===== src/vpsp_consts.vh =====
// Constants of the voice and stereo serial audio ports
`ifndef VPSP_CONSTS_VH
`define VPSP_CONSTS_VH
// Register offsets
`define VPSP_A_VCTRL   4'h0
`define VPSP_A_SCTRL   4'h1
`define VPSP_A_GCTRL   4'h2
`define VPSP_A_VDIV    4'h3
`define VPSP_A_SDIV    4'h4
`define VPSP_A_VTX     4'h5
`define VPSP_A_VRX     4'h6
`define VPSP_A_STX     4'h7
`define VPSP_A_SRX     4'h8
`define VPSP_A_STAT    4'h9
`define VPSP_A_VRATE   4'ha
`define VPSP_A_SRATE   4'hb
// Port control field positions
`define VPSP_B_EN      0
`define VPSP_B_MAST    1
`define VPSP_B_CLKEN   2
`define VPSP_B_EDGE    3
`define VPSP_B_LONG    4
`define VPSP_B_FSINV   5
`define VPSP_B_W32     6
`define VPSP_B_SLOTS   7
`define VPSP_B_TXSLOT  9
`define VPSP_B_RXSLOT  11
`define VPSP_B_TSB     13
`define VPSP_CTRL_W    14
// Global control field position
`define VPSP_B_DRIVE   0
// Status field positions
`define VPSP_B_VTXFULL 0
`define VPSP_B_VRXVAL  1
`define VPSP_B_STXFULL 2
`define VPSP_B_SRXVAL  3
`define VPSP_B_VOVR    4
`define VPSP_B_SOVR    5
`define VPSP_B_VUND    6
`define VPSP_B_SUND    7
// Reset values
`define VPSP_CTRL_RST  14'h2000
`define VPSP_DRIVE_RST 2'h0
`define VPSP_DIV_RST   8'h04
`endif


===== src/vpsp_top.v =====
// Voice and stereo serial audio ports with register port and sample FIFOs

`include "vpsp_consts.vh"

module vpsp_fifo
#(
  parameter W  = 32,
  parameter D  = 16,
  parameter AW = 4
)
(
  // Clock, reset, enable
  input  wire          i_ref_clk,
  input  wire          i_srst,
  input  wire          i_ce,
  // Fill side
  input  wire          i_in_valid,
  input  wire [W-1:0]  i_in_data,
  output wire          o_in_ready,
  // Drain side
  output wire          o_out_valid,
  output wire [W-1:0]  o_out_data,
  input  wire          i_out_ready
);
  reg  [W-1:0] mem [0:D-1];
  reg  [AW-1:0] wptr;
  reg  [AW-1:0] rptr;
  reg  [AW:0]   count;
  wire          push;
  wire          pop;

  assign o_in_ready  = (count != D[AW:0]);
  assign o_out_valid = (count != {(AW+1){1'b0}});
  assign o_out_data  = mem[rptr];
  assign push        = i_in_valid & o_in_ready;
  assign pop         = i_out_ready & o_out_valid;

  always @(posedge i_ref_clk)
  begin
    if (i_srst)
    begin
      wptr  <= {AW{1'b0}};
      rptr  <= {AW{1'b0}};
      count <= {(AW+1){1'b0}};
    end
    else if (i_ce)
    begin
      if (push)
      begin
        mem[wptr] <= i_in_data;
        wptr      <= (wptr == D[AW-1:0] - 1'b1) ? {AW{1'b0}} : wptr + 1'b1;
      end
      if (pop)
        rptr <= (rptr == D[AW-1:0] - 1'b1) ? {AW{1'b0}} : rptr + 1'b1;
      if (push & ~pop)
        count <= count + 1'b1;
      else if (pop & ~push)
        count <= count - 1'b1;
    end
  end
endmodule

module vpsp_port
#(
  parameter RW = 20
)
(
  // Clock, reset, enable
  input  wire          i_ref_clk,
  input  wire          i_srst,
  input  wire          i_ce,
  // Configuration
  input  wire [`VPSP_CTRL_W-1:0] i_ctrl,
  input  wire [7:0]    i_div,
  // Bus pins
  input  wire          i_bclk,
  input  wire          i_fs,
  input  wire          i_rxd,
  output reg           o_bclk,
  output reg           o_bclk_oe,
  output reg           o_fs,
  output reg           o_fs_oe,
  output reg           o_txd,
  output reg           o_txd_oe,
  // Sample streams
  input  wire          i_tx_valid,
  input  wire [31:0]   i_tx_data,
  output wire          o_tx_pop,
  output reg           o_rx_valid,
  output reg  [31:0]   o_rx_data,
  input  wire          i_rx_ready,
  // Events and rate
  output reg           o_underrun,
  output reg           o_overrun,
  output reg  [RW-1:0] o_rate
);
  wire       en     = i_ctrl[`VPSP_B_EN];
  wire       master = i_ctrl[`VPSP_B_MAST];
  wire       clk_en = i_ctrl[`VPSP_B_CLKEN];
  wire       e_inv  = i_ctrl[`VPSP_B_EDGE];
  wire       long_s = i_ctrl[`VPSP_B_LONG];
  wire       fs_inv = i_ctrl[`VPSP_B_FSINV];
  wire       w32    = i_ctrl[`VPSP_B_W32];
  wire [1:0] slots  = i_ctrl[`VPSP_B_SLOTS+1:`VPSP_B_SLOTS];
  wire [1:0] tx_sl  = i_ctrl[`VPSP_B_TXSLOT+1:`VPSP_B_TXSLOT];
  wire [1:0] rx_sl  = i_ctrl[`VPSP_B_RXSLOT+1:`VPSP_B_RXSLOT];
  wire       tsb    = i_ctrl[`VPSP_B_TSB];

  // Frame length in bits
  function [7:0] frame_len;
    input       f_w32;
    input [1:0] f_slots;
    begin
      frame_len = (f_w32 ? 8'd32 : 8'd16) << ((f_slots == 2'd0) ? 2'd0 : (f_slots == 2'd1) ? 2'd1 : 2'd2);
    end
  endfunction

  // Slot index of a bit position
  function [1:0] pos_slot;
    input [7:0] p;
    input       f_w32;
    begin
      pos_slot = f_w32 ? p[6:5] : p[5:4];
    end
  endfunction

  // Bit index within a word
  function [4:0] pos_bit;
    input [7:0] p;
    input       f_w32;
    begin
      pos_bit = f_w32 ? p[4:0] : {1'b0, p[3:0]};
    end
  endfunction

  reg  [1:0]    bclk_sy;
  reg  [1:0]    fs_sy;
  reg  [1:0]    rxd_sy;
  reg           bclk_d;
  reg           fs_d;
  reg  [7:0]    div_cnt;
  reg           bclk_gen;
  reg  [7:0]    pos;
  reg  [7:0]    next_pos;
  reg           short_pend;
  reg  [31:0]   tx_sh;
  reg  [31:0]   rx_sh;
  reg  [RW-1:0] rate_cnt;

  wire [7:0] total    = frame_len(w32, slots);
  wire [4:0] last_bit = w32 ? 5'd31 : 5'd15;
  wire       gen_on   = en & master & clk_en;
  wire       tick     = gen_on & (div_cnt == i_div);
  wire       m_rise   = tick & ~bclk_gen;
  wire       m_fall   = tick & bclk_gen;
  wire       s_rise   = en & ~master & bclk_sy[1] & ~bclk_d;
  wire       s_fall   = en & ~master & ~bclk_sy[1] & bclk_d;
  wire       rise     = master ? m_rise : s_rise;
  wire       fall     = master ? m_fall : s_fall;
  wire       launch   = e_inv ? fall : rise;
  wire       sample   = e_inv ? rise : fall;
  wire       fs_act   = fs_sy[1] ^ fs_inv;
  wire       l_start  = en & ~master & long_s & fs_act & ~fs_d;
  wire       step     = launch | l_start;
  wire       in_tx    = (next_pos < total) & (pos_slot(next_pos, w32) == tx_sl);
  wire       cur_tx   = (pos < total) & (pos_slot(pos, w32) == tx_sl);
  wire       tx_first = in_tx & (pos_bit(next_pos, w32) == 5'd0);
  wire       in_rx    = (pos < total) & (pos_slot(pos, w32) == rx_sl);
  wire [31:0] tx_load = w32 ? i_tx_data : {i_tx_data[15:0], 16'h0000};
  wire [31:0] rx_word = w32 ? {rx_sh[30:0], rxd_sy[1]} : {{16{rx_sh[14]}}, rx_sh[14:0], rxd_sy[1]};

  assign o_tx_pop = i_ce & step & tx_first & i_tx_valid;

  // Next bit position of the frame
  always @*
  begin
    next_pos = pos;
    if (l_start)
      next_pos = 8'h00;
    else if (launch)
    begin
      if (master)
        next_pos = (pos >= total - 8'd1) ? 8'h00 : pos + 8'd1;
      else if (short_pend)
        next_pos = 8'h00;
      else if (pos < total)
        next_pos = pos + 8'd1;
    end
  end

  always @(posedge i_ref_clk)
  begin
    if (i_srst)
    begin
      bclk_sy    <= 2'h0;
      fs_sy      <= 2'h0;
      rxd_sy     <= 2'h0;
      bclk_d     <= 1'b0;
      fs_d       <= 1'b0;
      div_cnt    <= 8'h00;
      bclk_gen   <= 1'b0;
      pos        <= 8'hff;
      short_pend <= 1'b0;
      tx_sh      <= 32'h00000000;
      rx_sh      <= 32'h00000000;
      rate_cnt   <= {RW{1'b0}};
      o_rate     <= {RW{1'b0}};
      o_bclk     <= 1'b0;
      o_bclk_oe  <= 1'b0;
      o_fs       <= 1'b0;
      o_fs_oe    <= 1'b0;
      o_txd      <= 1'b0;
      o_txd_oe   <= 1'b0;
      o_rx_valid <= 1'b0;
      o_rx_data  <= 32'h00000000;
      o_underrun <= 1'b0;
      o_overrun  <= 1'b0;
    end
    else if (i_ce)
    begin
      // Pin synchronisers
      bclk_sy <= {bclk_sy[0], i_bclk};
      fs_sy   <= {fs_sy[0], i_fs};
      rxd_sy  <= {rxd_sy[0], i_rxd};
      bclk_d  <= bclk_sy[1];
      fs_d    <= fs_act;
      // Bit clock divider
      if (!gen_on)
      begin
        div_cnt  <= 8'h00;
        bclk_gen <= 1'b0;
      end
      else if (tick)
      begin
        div_cnt  <= 8'h00;
        bclk_gen <= ~bclk_gen;
      end
      else
        div_cnt <= div_cnt + 8'd1;
      o_bclk    <= bclk_gen;
      o_bclk_oe <= gen_on;
      o_fs_oe   <= gen_on;
      if (!gen_on)
        o_fs <= fs_inv;
      else if (launch)
        o_fs <= (long_s ? (next_pos < {3'b000, last_bit} + 8'd1) : (next_pos == total - 8'd1)) ^ fs_inv;
      // Short sync seen as slave
      if (!en || master || long_s)
        short_pend <= 1'b0;
      else if (sample && fs_act)
        short_pend <= 1'b1;
      else if (launch)
        short_pend <= 1'b0;
      if (!en)
        pos <= 8'hff;
      else if (step)
        pos <= next_pos;
      // Transmit shifter
      o_underrun <= 1'b0;
      if (!en)
      begin
        o_txd    <= 1'b0;
        o_txd_oe <= 1'b0;
      end
      else if (step)
      begin
        if (tx_first)
        begin
          o_txd      <= i_tx_valid & tx_load[31];
          tx_sh      <= i_tx_valid ? {tx_load[30:0], 1'b0} : 32'h00000000;
          o_underrun <= ~i_tx_valid;
          o_txd_oe   <= 1'b1;
        end
        else if (in_tx)
        begin
          o_txd    <= tx_sh[31];
          tx_sh    <= {tx_sh[30:0], 1'b0};
          o_txd_oe <= 1'b1;
        end
        else
        begin
          o_txd    <= 1'b0;
          o_txd_oe <= ~tsb;
        end
      end
      else if (!cur_tx)
      begin
        o_txd    <= 1'b0;
        o_txd_oe <= ~tsb;
      end
      // Receive shifter
      o_rx_valid <= 1'b0;
      o_overrun  <= 1'b0;
      if (en && sample && in_rx)
      begin
        rx_sh <= {rx_sh[30:0], rxd_sy[1]};
        if (pos_bit(pos, w32) == last_bit)
        begin
          o_rx_valid <= i_rx_ready;
          o_rx_data  <= rx_word;
          o_overrun  <= ~i_rx_ready;
        end
      end
      // Frame rate measurement as slave
      if (step && next_pos == 8'h00 && !master)
      begin
        o_rate   <= rate_cnt;
        rate_cnt <= {RW{1'b0}};
      end
      else if (rate_cnt != {RW{1'b1}})
        rate_cnt <= rate_cnt + 1'b1;
    end
  end
endmodule

module vpsp_top
#(
  parameter FIFO_D  = 16,
  parameter FIFO_AW = 4,
  parameter RW      = 20
)
(
  // Clock, reset, enable
  input  wire          i_ref_clk,
  input  wire          i_srst,
  input  wire          i_ce,
  // Register port
  input  wire [3:0]    i_addr,
  input  wire [31:0]   i_wdata,
  input  wire          i_wr,
  input  wire          i_rd,
  output reg  [31:0]   o_rdata,
  // Output drive strength
  output reg  [1:0]    o_drive_strength,
  // Voice bus pins
  input  wire          i_v_bclk,
  input  wire          i_v_fs,
  input  wire          i_v_rxd,
  output wire          o_v_bclk,
  output wire          o_v_bclk_oe,
  output wire          o_v_fs,
  output wire          o_v_fs_oe,
  output wire          o_v_txd,
  output wire          o_v_txd_oe,
  // Stereo bus pins
  input  wire          i_s_bclk,
  input  wire          i_s_fs,
  input  wire          i_s_rxd,
  output wire          o_s_bclk,
  output wire          o_s_bclk_oe,
  output wire          o_s_fs,
  output wire          o_s_fs_oe,
  output wire          o_s_txd,
  output wire          o_s_txd_oe
);
  reg  [`VPSP_CTRL_W-1:0] vctrl;
  reg  [`VPSP_CTRL_W-1:0] sctrl;
  reg  [7:0]   vdiv;
  reg  [7:0]   sdiv;
  reg  [3:0]   sticky;
  wire [31:0]  vtx_d;
  wire [31:0]  stx_d;
  wire [31:0]  vrx_w;
  wire [31:0]  srx_w;
  wire [31:0]  vrx_d;
  wire [31:0]  srx_d;
  wire [RW-1:0] vrate;
  wire [RW-1:0] srate;
  wire         vtx_rdy;
  wire         stx_rdy;
  wire         vtx_val;
  wire         stx_val;
  wire         vtx_pop;
  wire         stx_pop;
  wire         vrx_push;
  wire         srx_push;
  wire         vrx_rdy;
  wire         srx_rdy;
  wire         vrx_val;
  wire         srx_val;
  wire         v_und;
  wire         s_und;
  wire         v_ovr;
  wire         s_ovr;
  wire         vrx_pop = i_rd & (i_addr == `VPSP_A_VRX);
  wire         srx_pop = i_rd & (i_addr == `VPSP_A_SRX);
  wire         wr_stat = i_wr & (i_addr == `VPSP_A_STAT);
  wire [3:0]   ev      = {s_und, v_und, s_ovr, v_ovr};

  // Register writes and read data
  always @(posedge i_ref_clk)
  begin
    if (i_srst)
    begin
      vctrl            <= `VPSP_CTRL_RST;
      sctrl            <= `VPSP_CTRL_RST;
      vdiv             <= `VPSP_DIV_RST;
      sdiv             <= `VPSP_DIV_RST;
      o_drive_strength <= `VPSP_DRIVE_RST;
      sticky           <= 4'h0;
      o_rdata          <= 32'h00000000;
    end
    else if (i_ce)
    begin
      if (i_wr && i_addr == `VPSP_A_VCTRL)
        vctrl <= i_wdata[`VPSP_CTRL_W-1:0];
      if (i_wr && i_addr == `VPSP_A_SCTRL)
        sctrl <= i_wdata[`VPSP_CTRL_W-1:0];
      if (i_wr && i_addr == `VPSP_A_GCTRL)
        o_drive_strength <= i_wdata[`VPSP_B_DRIVE+1:`VPSP_B_DRIVE];
      if (i_wr && i_addr == `VPSP_A_VDIV)
        vdiv <= i_wdata[7:0];
      if (i_wr && i_addr == `VPSP_A_SDIV)
        sdiv <= i_wdata[7:0];
      sticky <= (sticky & ~(wr_stat ? i_wdata[`VPSP_B_SUND:`VPSP_B_VOVR] : 4'h0)) | ev;
      o_rdata <= 32'h00000000;
      if (i_rd)
      begin
        case (i_addr)
          `VPSP_A_VCTRL: o_rdata <= {{(32-`VPSP_CTRL_W){1'b0}}, vctrl};
          `VPSP_A_SCTRL: o_rdata <= {{(32-`VPSP_CTRL_W){1'b0}}, sctrl};
          `VPSP_A_GCTRL: o_rdata <= {30'h0, o_drive_strength};
          `VPSP_A_VDIV:  o_rdata <= {24'h000000, vdiv};
          `VPSP_A_SDIV:  o_rdata <= {24'h000000, sdiv};
          `VPSP_A_VRX:   o_rdata <= vrx_val ? vrx_d : 32'h00000000;
          `VPSP_A_SRX:   o_rdata <= srx_val ? srx_d : 32'h00000000;
          `VPSP_A_STAT:  o_rdata <= {24'h000000, sticky, srx_val, ~stx_rdy, vrx_val, ~vtx_rdy};
          `VPSP_A_VRATE: o_rdata <= {{(32-RW){1'b0}}, vrate};
          `VPSP_A_SRATE: o_rdata <= {{(32-RW){1'b0}}, srate};
          default:       o_rdata <= 32'h00000000;
        endcase
      end
    end
  end

  // Sample FIFOs
  vpsp_fifo #(.W(32), .D(FIFO_D), .AW(FIFO_AW)) u_vtx
  (
    .i_ref_clk(i_ref_clk), .i_srst(i_srst), .i_ce(i_ce),
    .i_in_valid(i_wr & (i_addr == `VPSP_A_VTX)), .i_in_data(i_wdata), .o_in_ready(vtx_rdy),
    .o_out_valid(vtx_val), .o_out_data(vtx_d), .i_out_ready(vtx_pop)
  );
  vpsp_fifo #(.W(32), .D(FIFO_D), .AW(FIFO_AW)) u_stx
  (
    .i_ref_clk(i_ref_clk), .i_srst(i_srst), .i_ce(i_ce),
    .i_in_valid(i_wr & (i_addr == `VPSP_A_STX)), .i_in_data(i_wdata), .o_in_ready(stx_rdy),
    .o_out_valid(stx_val), .o_out_data(stx_d), .i_out_ready(stx_pop)
  );
  vpsp_fifo #(.W(32), .D(FIFO_D), .AW(FIFO_AW)) u_vrx
  (
    .i_ref_clk(i_ref_clk), .i_srst(i_srst), .i_ce(i_ce),
    .i_in_valid(vrx_push), .i_in_data(vrx_w), .o_in_ready(vrx_rdy),
    .o_out_valid(vrx_val), .o_out_data(vrx_d), .i_out_ready(vrx_pop)
  );
  vpsp_fifo #(.W(32), .D(FIFO_D), .AW(FIFO_AW)) u_srx
  (
    .i_ref_clk(i_ref_clk), .i_srst(i_srst), .i_ce(i_ce),
    .i_in_valid(srx_push), .i_in_data(srx_w), .o_in_ready(srx_rdy),
    .o_out_valid(srx_val), .o_out_data(srx_d), .i_out_ready(srx_pop)
  );

  // Voice and stereo engines
  vpsp_port #(.RW(RW)) u_voice
  (
    .i_ref_clk(i_ref_clk), .i_srst(i_srst), .i_ce(i_ce), .i_ctrl(vctrl), .i_div(vdiv),
    .i_bclk(i_v_bclk), .i_fs(i_v_fs), .i_rxd(i_v_rxd),
    .o_bclk(o_v_bclk), .o_bclk_oe(o_v_bclk_oe), .o_fs(o_v_fs), .o_fs_oe(o_v_fs_oe),
    .o_txd(o_v_txd), .o_txd_oe(o_v_txd_oe),
    .i_tx_valid(vtx_val), .i_tx_data(vtx_d), .o_tx_pop(vtx_pop),
    .o_rx_valid(vrx_push), .o_rx_data(vrx_w), .i_rx_ready(vrx_rdy),
    .o_underrun(v_und), .o_overrun(v_ovr), .o_rate(vrate)
  );
  vpsp_port #(.RW(RW)) u_stereo
  (
    .i_ref_clk(i_ref_clk), .i_srst(i_srst), .i_ce(i_ce), .i_ctrl(sctrl), .i_div(sdiv),
    .i_bclk(i_s_bclk), .i_fs(i_s_fs), .i_rxd(i_s_rxd),
    .o_bclk(o_s_bclk), .o_bclk_oe(o_s_bclk_oe), .o_fs(o_s_fs), .o_fs_oe(o_s_fs_oe),
    .o_txd(o_s_txd), .o_txd_oe(o_s_txd_oe),
    .i_tx_valid(stx_val), .i_tx_data(stx_d), .o_tx_pop(stx_pop),
    .o_rx_valid(srx_push), .o_rx_data(srx_w), .i_rx_ready(srx_rdy),
    .o_underrun(s_und), .o_overrun(s_ovr), .o_rate(srate)
  );
endmodule


===== config.mk =====
export PLATFORM = sky130hd
export DESIGN_NAME = vpsp_top
export DESIGN_NICKNAME = d
export VERILOG_FILES = /design/src/vpsp_top.v
export VERILOG_INCLUDE_DIRS = /design/src
export SDC_FILE = /design/constraint.sdc
export NUM_CORES = 2
export LEC_CHECK = 0
export ABC_AREA = 1
export BUFFER_PORTS_ARGS = -buffer_cell sky130_fd_sc_hd__buf_4
export CAP_MARGIN = 30
export CORE_UTILIZATION = 50
export DETAILED_ROUTE_END_ITERATION = 7
export GPL_TIMING_DRIVEN = 0
export PLACE_DENSITY = 0.65
export SKIP_LAST_GASP = 1
export SLEW_MARGIN = 20
export SYNTH_ARGS = -nofsm -noshare
export SYNTH_HDL_FRONTEND = slang
export SYNTH_SLANG_ARGS = --single-unit

===== constraint.sdc =====
create_clock -name i_ref_clk -period 16.6 [get_ports i_ref_clk]
set_input_delay 0.83 -clock i_ref_clk [delete_from_list [all_inputs] [get_ports i_ref_clk]]
set_output_delay 0.83 -clock i_ref_clk [all_outputs]
set_load 0.02 [all_outputs]

==> run metrics <==
run status finished, final reports clean; Pwr Density roughly 110 nW/um^2; FF+latch count, synth around 2500; post-synthesis average cell area ~12 um^2; area growth from synthesis to layout 14.7%; antenna violations before repair 10; delay contributed by the slowest stage of the critical path 0.62 ns; overall global routing resource usage a little under a third; endpoint kind of the worst setup timing path register; transition time at the pin with the least slew margin ~1.1 ns; most numerous cell in the Yosys netlist sky130_fd_sc_hd__edfxtp_1; Slew headroom around 27%; max-cap violation count 0; H-Tree Depth 5; Final GP Congestion approximately 0.95; count of distinct cell types in the synthesized netlist 58; buffers from clock root to sink, at most 4; starting density of the core about half; iteration count of the initial detailed-routing pass 7; class of the most critical setup path register to register; Tcrit/Tclk final 44.3%; hold violation count in the final report 0; maximum vdd drop around 0.12 mV; number of filler instances in the final layout 17108; residual overflow from global routing 0; via density per instance roughly 6.0; WP data required about 17 ns; most frequent cells after synthesis sky130_fd_sc_hd__edfxtp_1 (2048), sky130_fd_sc_hd__o21ai_0 (1172), sky130_fd_sc_hd__a21oi_1 (896); post-route DRC violation count 0; EDFF count, synth approximately 2000; number of antenna-violating nets in the routed design 0; slowest stage cell on the critical path sky130_fd_sc_hd__clkbuf_1; number of placed I/O pins 93; fin util approximately 58%; synthesized netlist cell count roughly 8900; Final Setup Violations 0; global-route wire length before repair 479000 um; Clk Tree Root Cell sky130_fd_sc_hd__clkbuf_16; flip-flop cell with the highest count after synthesis sky130_fd_sc_hd__edfxtp_1; final wirelength 333000 um; die footprint around 210000 um^2; largest fanout on the critical path 12; highest clock rate roughly 140 MHz; clock tree from TritonCTS yes; post-detailed-route wirelength per cell 26.9 um; YS warnings 0; type of the most critical hold path primary input to register; type of element launching the critical path register; proportion of netlist area held by the largest area contributor slightly below 60%; total nets after synthesis between 9000 and 10000; total negative slack 0 ns; Row Count between 150 and 200; postcts setup bufs 0; nets@finish roughly 9500; count of instances resized after the clock tree is built 0; number of buffers created by CTS 282; insertion delay to the later sink of the worst-skew pair roughly 0.95 ns; total clock sinks 2534; setup repair after global routing missed its margin false; die width around 460 um; post-detailed-placement cell area ~110000 um^2; Die Y approximately 460 um; leakage power figure a little under 40 nW; top area cells in the synthesized netlist sky130_fd_sc_hd__edfxtp_1 (58%), sky130_fd_sc_hd__dfxtp_1 (9.2%), sky130_fd_sc_hd__o21ai_0 (5.6%); endpoint arrival time on the critical path 8.21 ns; final clock skew approximately 0.06 ns; hold buffer count at cts 0; biggest area consumer among synthesized cells sky130_fd_sc_hd__edfxtp_1; initial DRC count approximately 9100; total standard cell area after synthesis between 100000 and 150000 um^2; total number of vias 74414; total count of max-transition violations in the final report 0; largest net degree at the start of global routing 38; Core Area between 200000 and 250000 um^2; clock slew at reported path FFs ~0.060 ns; number of global-route vias before repair 71282; part of the Yosys area used for sequential elements 67.7%; # port buffers 90; post-layout instance area 121000 um^2; share of layout cells above drive strength 1 under 10%; Post-synth ARST share 0%; DP Wirelength approximately 230000 um; post-layout min period between 7 and 8 ns
==> placed cells by master (no fill, tap or decap), types with 51 or more instances in the layout <==
cell type,Yosys,routed
sky130_fd_sc_hd__inv_1,853,853
sky130_fd_sc_hd__nor2_1,495,432
sky130_fd_sc_hd__o211ai_1,377,377
sky130_fd_sc_hd__buf_4,7,100
sky130_fd_sc_hd__buf_16,0,51
sky130_fd_sc_hd__clkbuf_1,365,421
sky130_fd_sc_hd__nand4_1,53,53
sky130_fd_sc_hd__buf_2,71,71
sky130_fd_sc_hd__edfxtp_1,2048,2048
sky130_fd_sc_hd__mux2i_1,512,512
sky130_fd_sc_hd__a21oi_1,896,896
sky130_fd_sc_hd__o21ai_0,1172,1172
sky130_fd_sc_hd__clkinv_1,10,73
sky130_fd_sc_hd__nor2_4,7,70
sky130_fd_sc_hd__nand3_1,227,227
sky130_fd_sc_hd__buf_1,89,89
sky130_fd_sc_hd__dfxtp_1,486,486
sky130_fd_sc_hd__nand2_1,733,733
sky130_fd_sc_hd__clkbuf_16,0,291
sky130_fd_sc_hd__o22ai_1,65,65
sky130_fd_sc_hd__ha_1,74,74
==> per-stage QoR <==
stage               cells  hold WS [ns]  setup WS (ns)  power (mW)
floorplan            8918         0.424          10.86        7.06
global placement    11813         0.438           8.57        7.17
detailed placement  11912         0.448           9.31        7.18
CTS                 12395        0.0763           9.31        12.9
global route        12403         0.111           8.66        13.2
finish              12405         0.134           9.25        12.9
==> sequential cells by signal, indices dropped and copies added, names as in the netlist, 20 cells and up, named ones only <==
register	flops
u_stereo.rx_sh	31
u_voice.o_rate	20
u_stereo.tx_sh	31
o_rdata	32
u_srx.mem	512
u_vtx.mem	512
u_stereo.o_rx_data	32
u_stx.mem	512
u_stereo.o_rate	20
u_voice.rx_sh	31
u_vrx.mem	512
u_voice.o_rx_data	32
u_voice.tx_sh	31
u_voice.rate_cnt	20
u_stereo.rate_cnt	20
==> logic make-up (layout without fill, tap and decap cells) <==
| kind of cell | Yosys count | count (layout) | share of synthesized area, % |
|---|---|---|---|
| flops | 2534 | 2534 | 67.7 |
| simple gates | 1616 | 1616 | 6.58 |
| mux | 512 | 512 | 4.87 |
| other cells | 0 | 5 | 0 |
| fa+ha+maj | 78 | 78 | 0.956 |
| buf+inv | 1423 | 2100 | 5.27 |
| compound gates | 2697 | 2697 | 14.2 |
| xor+xnor | 58 | 58 | 0.483 |
==> worst paths after layout <==
check | startpoint | cells after the start | slack, ns | to
worst min-delay path | i_v_rxd | 3 | 0.13 | u_voice.rxd_sy[0]
worst min register to register | u_voice.rx_sh[30] | 2 | 0.46 | u_voice.rx_sh[30]
worst max register to register | vctrl[6] | 39 | 9.25 | u_vtx.count[4]
worst max-delay path | vctrl[6] | 39 | 9.25 | u_vtx.count[4]
==> layer usage <==
layer / vias to the layer above / wire (um) / global-route usage (%)
met5: - / 0 / 0
met3: 743 / 29400 / 4.88
met1: 36567 / 128000 / 40.2
li1: 33159 / - / -
met2: 3945 / 158000 / 50.3
met4: 0 / 18100 / 16.1
==> critical path: cells and delay by family, from the launching register on <==
kind	cells	cell delay, ns
adder cells (fa/ha/maj)	6	1.62
AND/OR/NAND/NOR	16	2.16
flip-flops	1	0.32
AO/OA/AOI/OAI	6	1.02
XOR/XNOR	1	0.19
buffers and inverters	10	2.01
==> area by class of cell <==
| class | count | area, um^2 | area share [%] |
|---|---|---|---|
| Sequential cell | 2534 | 71200 | 59.0 |
| Multi-Input combinational cell | 4961 | 28900 | 24.0 |
| Clock buffer | 363 | 7680 | 6.37 |
| Tap cell | 2805 | 3510 | 2.91 |
| Inverter | 880 | 3310 | 2.74 |
| Timing Repair Buffer | 194 | 2950 | 2.45 |
| Buffer | 543 | 2240 | 1.86 |
| Clock inverter | 120 | 807 | 0.669 |
| Antenna cell | 5 | 12.5 | 0.0104 |
==> power by group <==
part           internal [mW]  switching, mW
logic                 0.0479          0.170
registers               6.82         0.0112
clock network           3.39           2.48
(Power assumes the default switching activity.)
